$ cat src/core/pmc_pkg.sv
// Package: register map, field positions and modes of the power control block
package pmc_pkg;
	// Bus geometry
	localparam int ADDR_W = 12;
	localparam int DATA_W = 32;
	localparam int REG_W = 8;
	// Register indices; the byte address is four times the index
	localparam logic [7:0] IDX_CLK = 8'h1c;
	localparam logic [7:0] IDX_EN1 = 8'h1d;
	localparam logic [7:0] IDX_HID = 8'h66;
	localparam logic [7:0] IDX_STAT = 8'h40;
	localparam logic [7:0] IDX_MASK = 8'h41;
	localparam logic [7:0] IDX_AUTO = 8'h42;
	// Keypad clock gate fields
	localparam int CLK_KPAD_BIT = 7;
	// Block enable one fields
	localparam int EN_PWR_BIT = 7;
	localparam int EN_SLEEP_BIT = 6;
	localparam int EN_RSV_BIT = 5;
	localparam int EN_MICB_BIT = 4;
	localparam int EN_KS_BIT = 2;
	// Automatic configuration field, low bits of its register
	localparam int AUTO_W = 2;
	localparam logic [1:0] AUTO_RUN_A = 2'h1;
	localparam logic [1:0] AUTO_RUN_B = 2'h2;
	// Event bits shared by status and mask
	localparam int EV_INS = 0;
	localparam int EV_REM = 1;
	localparam int EV_BTN = 2;
	localparam int EV_N = 3;
	// Reset values
	localparam logic [7:0] RST_BYTE = 8'h00;
	localparam logic [1:0] RST_AUTO = 2'h0;
	// Power modes
	typedef enum logic [1:0] {PMC_SHUTDOWN, PMC_SLEEP, PMC_NORMAL} pmc_mode_e;
endpackage

$ cat src/core/pmc_mode.sv
// Power mode state machine with detection start pulse
`timescale 1ns/100ps
module pmc_mode
(
	input wire logic sys_clk_i,
	input wire logic sys_rst_i,
	input wire logic power_on_i,
	input wire logic sleep_i,
	output pmc_pkg::pmc_mode_e mode_o,
	output logic start_o
);
	import pmc_pkg::*;

	pmc_mode_e mode_ff; // Current mode
	pmc_mode_e nxt_mode; // Next mode
	logic start_ff; // One cycle on leaving shutdown
	logic nxt_start;

	// Mode selection; sleep counts only while powered
	always_comb
	begin
		nxt_mode = mode_ff;
		nxt_start = 1'b0;
		unique case (mode_ff)
			PMC_SHUTDOWN:
			begin
				// Sleep ignored while powered off
				if (power_on_i)
				begin
					nxt_mode = sleep_i ? PMC_SLEEP : PMC_NORMAL;
					nxt_start = 1'b1;
				end
			end
			PMC_SLEEP:
			begin
				if (!power_on_i)
					nxt_mode = PMC_SHUTDOWN;
				else if (!sleep_i)
					nxt_mode = PMC_NORMAL;
			end
			PMC_NORMAL:
			begin
				if (!power_on_i)
					nxt_mode = PMC_SHUTDOWN;
				else if (sleep_i)
					nxt_mode = PMC_SLEEP;
			end
			// Illegal code falls back to the safest state
			default: nxt_mode = PMC_SHUTDOWN;
		endcase
	end

	// State register
	always_ff @(posedge sys_clk_i)
	begin
		if (sys_rst_i)
		begin
			mode_ff <= PMC_SHUTDOWN;
			start_ff <= 1'b0;
		end
		else
		begin
			mode_ff <= nxt_mode;
			start_ff <= nxt_start;
		end
	end

	assign mode_o = mode_ff;
	assign start_o = start_ff;
endmodule // pmc_mode

$ cat src/core/pmc_irq.sv
// Sticky event status with mask and one level interrupt
`timescale 1ns/100ps
module pmc_irq
#(
	parameter int N = 3
)
(
	input wire logic sys_clk_i,
	input wire logic sys_rst_i,
	input wire logic [N-1:0] event_i,
	input wire logic [N-1:0] clear_i,
	input wire logic [N-1:0] mask_i,
	output logic [N-1:0] status_o,
	output logic irq_o
);
	logic [N-1:0] status_ff; // Sticky flags
	logic irq_ff; // Registered interrupt level
	logic [N-1:0] nxt_status;

	localparam int EV_BIT = N - 1; // Top flag, watched by the set-wins check

	// Elaboration check: the flag word must fit one register byte
	if (N < 1 || N > 8)
	begin : g_bad_n
		$error("pmc_irq: N must be 1 to 8");
	end

	// Per bit: a set in the clear cycle wins, so no event is lost
	for (genvar g = 0; g < N; g++)
	begin : g_bit
		assign nxt_status[g] = event_i[g] | (status_ff[g] & ~clear_i[g]);
	end

	// Flags and interrupt level
	always_ff @(posedge sys_clk_i)
	begin
		if (sys_rst_i)
		begin
			status_ff <= '0;
			irq_ff <= 1'b0;
		end
		else
		begin
			status_ff <= nxt_status;
			irq_ff <= |(nxt_status & mask_i);
		end
	end

	assign status_o = status_ff;
	assign irq_o = irq_ff;
endmodule // pmc_irq

$ cat src/core/pmc_top.sv
// Power mode and keypad clock control register bank behind APB
`timescale 1ns/100ps
module pmc_top
(
	input wire logic sys_clk_i,
	input wire logic sys_rst_i,
	input wire logic psel,
	input wire logic penable,
	input wire logic pwrite,
	input wire logic [pmc_pkg::ADDR_W-1:0] paddr,
	input wire logic [pmc_pkg::DATA_W-1:0] pwdata,
	output logic [pmc_pkg::DATA_W-1:0] prdata,
	output logic pready,
	output logic pslverr,
	input wire logic jack_sense_i,
	input wire logic jack_switch_broken_i,
	input wire logic button_press_i,
	input wire logic auto_mic_bias_i,
	input wire logic keyscan_active_i,
	output logic mic_bias_en_o,
	output logic keypad_clk_en_o,
	output logic jack_inserted_o,
	output logic removal_arm_o,
	output logic button_watch_o,
	output logic detect_start_o,
	output logic active_o,
	output logic irq_o
);
	import pmc_pkg::*;

	// Byte addresses built from the indices
	localparam logic [ADDR_W-1:0] A_CLK = {2'h0, IDX_CLK, 2'h0};
	localparam logic [ADDR_W-1:0] A_EN1 = {2'h0, IDX_EN1, 2'h0};
	localparam logic [ADDR_W-1:0] A_HID = {2'h0, IDX_HID, 2'h0};
	localparam logic [ADDR_W-1:0] A_STAT = {2'h0, IDX_STAT, 2'h0};
	localparam logic [ADDR_W-1:0] A_MASK = {2'h0, IDX_MASK, 2'h0};
	localparam logic [ADDR_W-1:0] A_AUTO = {2'h0, IDX_AUTO, 2'h0};

	// Software state
	logic kpad_clk_ff; // Keypad clock request
	logic power_on_ff; // Power bit
	logic sleep_ff; // Sleep enable
	logic mic_bias_ff; // Manual mic bias enable
	logic [REG_W-1:0] hid_ff; // Last hidden register value
	logic [EV_N-1:0] mask_ff; // Interrupt mask
	logic [AUTO_W-1:0] auto_ff; // Automatic configuration field
	// Bus answer
	logic pready_ff;
	logic pslverr_ff;
	logic [DATA_W-1:0] prdata_ff;
	// Block outputs held in flops
	logic mic_bias_en_ff;
	logic kpad_en_ff;
	logic ins_ff; // Reported insertion
	logic watch_ff;
	logic active_ff;

	// Wires between parts
	pmc_mode_e mode;
	logic start;
	logic [EV_N-1:0] status;
	logic irq;

	// Bus decode
	wire setup = psel & ~penable & ~pready_ff;
	wire wr_fire = psel & penable & pready_ff & pwrite;
	wire hit_clk = paddr == A_CLK;
	wire hit_en1 = paddr == A_EN1;
	wire hit_hid = paddr == A_HID;
	wire hit_stat = paddr == A_STAT;
	wire hit_mask = paddr == A_MASK;
	wire hit_auto = paddr == A_AUTO;
	wire mapped = hit_clk | hit_en1 | hit_hid | hit_stat | hit_mask
		| hit_auto;
	wire [REG_W-1:0] wbyte = pwdata[REG_W-1:0];

	// Mode and derived levels
	wire in_normal = mode == PMC_NORMAL;
	wire in_sleep = mode == PMC_SLEEP;
	wire in_power_on_bit = mode == PMC_SHUTDOWN;
	// Mic bias enable turns into status while auto runs
	wire auto_ro = (auto_ff == AUTO_RUN_A) | (auto_ff == AUTO_RUN_B);
	// Broken switch fakes insertion only when shut down
	// Sleep and normal trust the sense input
	wire ins_now = (in_power_on_bit & jack_switch_broken_i) | jack_sense_i;
	// Buttons watched in sleep and normal, not in shutdown
	wire watch_now = in_sleep | in_normal;
	wire mic_bias_now = auto_ro ? auto_mic_bias_i : mic_bias_ff;
	// Keypad clock only in normal mode with a jack present
	wire kpad_now = kpad_clk_ff & in_normal & ins_ff;

	// Events into the sticky status
	wire [EV_N-1:0] events;
	assign events[EV_INS] = ins_now & ~ins_ff;
	assign events[EV_REM] = ~ins_now & ins_ff;
	assign events[EV_BTN] = button_press_i & watch_ff;
	wire [EV_N-1:0] w1c = (wr_fire & hit_stat) ? wbyte[EV_N-1:0]
		: {EV_N{1'b0}};

	// Read view of the enable register
	wire [REG_W-1:0] en1_view;
	// Unlisted bits, the reserved one among them, read zero
	assign en1_view = (REG_W'(power_on_ff) << EN_PWR_BIT)
		| (REG_W'(sleep_ff) << EN_SLEEP_BIT)
		| (REG_W'(mic_bias_now) << EN_MICB_BIT)
		| (REG_W'(keyscan_active_i) << EN_KS_BIT);

	// Reserved clock gate bits read back as zero
	wire [REG_W-1:0] clk_view = {kpad_clk_ff, 7'h00};

	// Read data selection
	wire [REG_W-1:0] rbyte =
		hit_clk ? clk_view :
		hit_en1 ? en1_view :
		hit_hid ? hid_ff :
		hit_stat ? {{(REG_W-EV_N){1'b0}}, status} :
		hit_mask ? {{(REG_W-EV_N){1'b0}}, mask_ff} :
		hit_auto ? {{(REG_W-AUTO_W){1'b0}}, auto_ff} : RST_BYTE;

	// Mode machine
	pmc_mode u_mode
	(
		.sys_clk_i(sys_clk_i),
		.sys_rst_i(sys_rst_i),
		.power_on_i(power_on_ff),
		.sleep_i(sleep_ff),
		.mode_o(mode),
		.start_o(start)
	);

	// Event flags and interrupt
	pmc_irq #(.N(EV_N)) u_irq
	(
		.sys_clk_i(sys_clk_i),
		.sys_rst_i(sys_rst_i),
		.event_i(events),
		.clear_i(w1c),
		.mask_i(mask_ff),
		.status_o(status),
		.irq_o(irq)
	);

	// Bus answer: ready in the first access cycle, no waits
	always_ff @(posedge sys_clk_i)
	begin
		if (sys_rst_i)
		begin
			pready_ff <= 1'b0;
			pslverr_ff <= 1'b0;
			prdata_ff <= '0;
		end
		else
		begin
			pready_ff <= setup;
			pslverr_ff <= setup & ~mapped;
			prdata_ff <= setup ? {{(DATA_W-REG_W){1'b0}}, rbyte} : '0;
		end
	end

	// Clock gate register; hardware drops it outside normal mode
	always_ff @(posedge sys_clk_i)
	begin
		if (sys_rst_i)
			kpad_clk_ff <= RST_BYTE[CLK_KPAD_BIT];
		else if (!in_normal)
			kpad_clk_ff <= 1'b0;
		else if (wr_fire && hit_clk)
			kpad_clk_ff <= wbyte[CLK_KPAD_BIT];
	end

	// Power and sleep bits stay writable in every mode
	always_ff @(posedge sys_clk_i)
	begin
		if (sys_rst_i)
		begin
			power_on_ff <= RST_BYTE[EN_PWR_BIT];
			sleep_ff <= RST_BYTE[EN_SLEEP_BIT];
		end
		else if (wr_fire && hit_en1)
		begin
			power_on_ff <= wbyte[EN_PWR_BIT];
			sleep_ff <= wbyte[EN_SLEEP_BIT];
		end
	end

	// Manual mic bias; a write under auto is dropped
	always_ff @(posedge sys_clk_i)
	begin
		if (sys_rst_i)
			mic_bias_ff <= RST_BYTE[EN_MICB_BIT];
		else if (wr_fire && hit_en1 && !auto_ro)
			mic_bias_ff <= wbyte[EN_MICB_BIT];
	end

	// Hidden, mask and auto registers
	always_ff @(posedge sys_clk_i)
	begin
		if (sys_rst_i)
		begin
			hid_ff <= RST_BYTE;
			mask_ff <= '0;
			auto_ff <= RST_AUTO;
		end
		else
		begin
			if (wr_fire && hit_hid)
				hid_ff <= wbyte;
			if (wr_fire && hit_mask)
				mask_ff <= wbyte[EV_N-1:0];
			if (wr_fire && hit_auto)
				auto_ff <= wbyte[AUTO_W-1:0];
		end
	end

	// Output flops
	always_ff @(posedge sys_clk_i)
	begin
		if (sys_rst_i)
		begin
			mic_bias_en_ff <= 1'b0;
			kpad_en_ff <= 1'b0;
			ins_ff <= 1'b0;
			watch_ff <= 1'b0;
			active_ff <= 1'b0;
		end
		else
		begin
			mic_bias_en_ff <= mic_bias_now;
			kpad_en_ff <= kpad_now;
			ins_ff <= ins_now;
			watch_ff <= watch_now;
			active_ff <= ~in_power_on_bit;
		end
	end

	assign prdata = prdata_ff;
	assign pready = pready_ff;
	assign pslverr = pslverr_ff;
	assign mic_bias_en_o = mic_bias_en_ff;
	assign keypad_clk_en_o = kpad_en_ff;
	assign jack_inserted_o = ins_ff;
	// Removal watch armed whenever a jack is seen
	assign removal_arm_o = ins_ff;
	assign button_watch_o = watch_ff;
	assign detect_start_o = start;
	assign active_o = active_ff;
	assign irq_o = irq;
endmodule // pmc_top

$ cat config.mk
export PLATFORM = sky130hd
export DESIGN_NAME = pmc_top
export DESIGN_NICKNAME = d
export VERILOG_FILES = /design/src/core/pmc_pkg.sv /design/src/core/pmc_mode.sv /design/src/core/pmc_irq.sv /design/src/core/pmc_top.sv
export SDC_FILE = /design/constraint.sdc
export NUM_CORES = 1
export LEC_CHECK = 0
export BUFFER_PORTS_ARGS = -buffer_cell sky130_fd_sc_hd__buf_4
export CORE_MARGIN = 3
export CORE_UTILIZATION = 40
export CTS_BUF_LIST = sky130_fd_sc_hd__clkbuf_8
export CTS_CLUSTER_SIZE = 12
export DETAILED_ROUTE_END_ITERATION = 10
export PLACE_DENSITY = 0.71
export SLEW_MARGIN = 20
export SYNTH_ARGS = -nofsm -noshare
export SYNTH_HDL_FRONTEND = slang
export SYNTH_SLANG_ARGS = --single-unit
$ cat constraint.sdc
create_clock -name sys_clk_i -period 3.25 [get_ports sys_clk_i]
set_input_delay 0.4875 -clock sys_clk_i [delete_from_list [all_inputs] [get_ports sys_clk_i]]
set_output_delay 0.4875 -clock sys_clk_i [all_outputs]
set_load 0.01 [all_outputs]
==> summary.md <==
| Metric | Value |
|---|---|
| Maximum VDD drop | approximately 0.30 mV |
| Clock Power Share | roughly 41% |
| Reg-to-reg setup timing slack | roughly 1.4 ns |
| Worst R2R Path Depth | 6 |
| Initial DRC count | 110 |
| Switch Pwr | 0.000246 W |
| Sequential element share of the synthesized area | between 30 and 40% |
| GRT Overall Usage | 16.8% |
| R2r startpoint | u_mode.mode_o[0] |
| Post-synth top flop | dfxtp_1 |
| Fin cells | 354 |
| Worst hold start | keyscan_active_i |
| Die Span Y | 77.9 µm |
| # IOs | 96 |
| H-tree Lvls | 2 |
| Comb pwr share | between 10 and 15% |
| Hold buffer count at cts | 0 |
| DP Cell Count | about 350 |
| Internal | 0.000780 W |
| Synthesized flop and latch total | 39 |
| Global route overflow | 0 |
| # diodes | 0 |
| Clk slew on worst S/H paths | 0.08 ns |
| Die Area | approximately 6100 µm² |
| Initial core utilization | 42.6% |
| Max Freq | 0.540 GHz |
| Data arrival, critical path | 2.05 ns |
| Startpoint Class | register |
| Synthesized area | 2070 µm² |
| EDFF count, synth | 0 |
| Lkg Pwr | 0.969 nW |
| Worst EP required | approximately 3.5 ns |
| Worst skew pair latency | a little under 0.3 ns |
| WL final | 5060 µm |
| Syn Inst Count | 241 |
| Max_cap viols | 0 |
| Clock Skew | between 0.005 and 0.006 ns |
| Max Root-Sink Buffers | 2 |
| Syn. warnings | 0 |
| Seq pwr share | 47.9% |
| Root buffer cell | clkbuf_8 |
| Kind of critical path | register to register |
| Nets | 344 |
| Share of cells above drive strength 1 | 23.0% |
| TritonCTS Buffers | 5 |
| Post-DRT Antenna Nets | 0 |
| Core area | 4850 µm² |
| Post-CTS Setup Bufs | 0 |
| DR WL/cell | 14.3 µm |
| RSZ-0062 raised after global routing | false |
| CTS tree | built |
| Final Hold Fails | 0 |
| Vias in the first global route | about 1,700 |
| Antenna violations before repair | 0 |
| Pins Over Slew Limit | 0 |
| Endpoint, Worst Hold | prdata[2] |
| Status | completed |
| Tcrit/Tclk final | between 50% and 60% |
| Pwr Density | 413 nW/µm² |
| Via count | 1,839 |
| DRT Pass-1 Iters | 4 |
| Total design power | 0.00103 W |
| Hold Crit Class | primary input to register |
| Slew @ Worst Pin | 0.845 ns |
| Synth async-reset ratio | 0% |
| Dpl hpwl | 3750 µm |
| Pin count of the biggest net entering global routing | 30 |
| Num rows | 25 |
| Slew headroom | 43.2% |
| CP Capture Type | register |
| Synthesis-to-finish area growth | 20.2% |
| Setup TNS | 0 ns |
| Minimum clock period | 1.85 ns |
| RR Endpoint | u_irq.irq_o |
| CTS resizes | 0 |
| Drt via density | slightly above 5 |
| Count of cell types in the netlist | 48 |
| Finish-stage setup viols | 0 |
| Die X | 77.9 µm |
| Final Util | 51.2% |
| First-pass GRT wire length | 8080 µm |
| Avg Inst Size Synth | 8.57 µm² |
| Num Clock Sinks | 39 |
| Maximum fanout along the worst path | 6 |
| Sw frac | 23.9% |
| IO buf count | 47 |
| Drc violations | 0 |
| Hold depth | 2 |
| Placer Congestion | 0.866 |
-- registers in the layout, summed over array words and instances (netlist names) --
name             flops
u_mode.mode_o        2
jack_inserted_o      1
keypad_clk_en_o      1
hid_ff               8
power_on_ff          1
active_o             1
mask_ff              3
auto_ff              2
mic_bias_ff          1
kpad_clk_ff          1
u_irq.status_o       3
button_watch_o       1
u_mode.start_o       1
pready               1
sleep_ff             1
pslverr              1
prdata               8
u_irq.irq_o          1
mic_bias_en_o        1
-- cells in the mapped netlist (4+ instances only) --
master,n,area [µm²]
ha_1,4,50.1
a21oi_1,24,120
nand4_1,7,43.8
nand2_1,10,37.5
dfxtp_1,39,781
o21ai_1,13,65.1
o21ai_0,8,40.0
nand3_1,20,100
clkbuf_1,5,18.8
nand2b_1,5,31.3
nor2_1,16,60.1
inv_1,6,22.5
buf_4,26,195
a22oi_1,4,30.0
a211oi_1,5,37.5
mux2i_1,6,60.1
-- layout make-up --
cell class	instances	area, µm²
repair buffers	48	360
clock inverters	2	35.0
clock buffers	6	82.6
fillers	476	2360
flip-flops and latches	39	781
inverters	6	22.5
multi-input cells	186	1120
well taps	67	83.8
-- power groups by stage --
stage | clock, W | sequential, W | combinational (W)
after global placement | 0 | 0.000502 | 0.000111
final | 0.000421 | 0.000491 | 0.000114
after global routing | 0.000452 | 0.000492 | 0.000125
after detailed placement | 0 | 0.000502 | 0.000112
after floorplan | 0 | 0.000502 | 0.0000825
after CTS | 0.000423 | 0.000491 | 0.000113
-- worst max-delay path, cell delays in order (launching register included) --
cell      delay (ns)
dfxtp_1         0.38
inv_1           0.08
ha_1            0.29
a21oi_1         0.44
a22o_1          0.22
a211oi_1        0.07
a221oi_1        0.28
-- cell usage in the layout (no fill, tap or decap), types with 7 or more instances in the layout --
master,n
buf_4,48
nor2_1,16
o21ai_1,13
nand2_1,10
dfxtp_1,39
o21ai_0,8
conb_1,24
a21oi_1,24
nand4_1,7
nand3_1,20
-- kinds of logic (layout without fill, tap and decap cells) --
kind of cell | count (synthesis) | after routing | share of synthesized area [%]
adders and majority gates | 4 | 4 | 2.42
DFF | 39 | 39 | 37.8
muxes | 7 | 7 | 3.45
xor gates and xnor gates | 1 | 1 | 0.424
buffers and inverters | 39 | 62 | 12.2
AOI/OAI and AO/OA | 65 | 65 | 18.4
and+or+nand+nor | 85 | 85 | 25.1
other | 1 | 24 | 0.182
-- routing by layer --
layer / vias to the layer above / part of all wire, % / track usage (%)
li1: 919 / - / -
met1: 840 / 43 / 21.4
met2: 71 / 47 / 26.5
met3: 9 / 7.4 / 5.57
met4: 0 / 1.7 / 5.69
met5: - / 0 / 0
-- per-stage QoR --
stage | worst slack [ns] | area, µm² | hold WS, ns
final | 1.40 | 2480 | 0.393
after global routing | 1.17 | 2480 | 0.386
after CTS | 1.35 | 2480 | 0.391
after detailed placement | 1.14 | 2370 | 0.437
after global placement | 1.11 | 2370 | 0.433
after floorplan | 1.48 | 2150 | 0.422
-- how the worst max path moves through the flow --
| stage | from | endpoint | cells after the start |
|---|---|---|---|
| after floorplan | paddr[3] | mic_bias_ff | 5 |
| final | u_mode.mode_o[0] | u_irq.irq_o | 6 |
| after CTS | u_mode.mode_o[0] | u_irq.irq_o | 6 |
| after detailed placement | sys_rst_i | prdata[6] | 6 |
| after global routing | u_mode.mode_o[0] | u_irq.irq_o | 6 |
| after global placement | sys_rst_i | prdata[6] | 6 |
(Power assumes the default switching activity.)
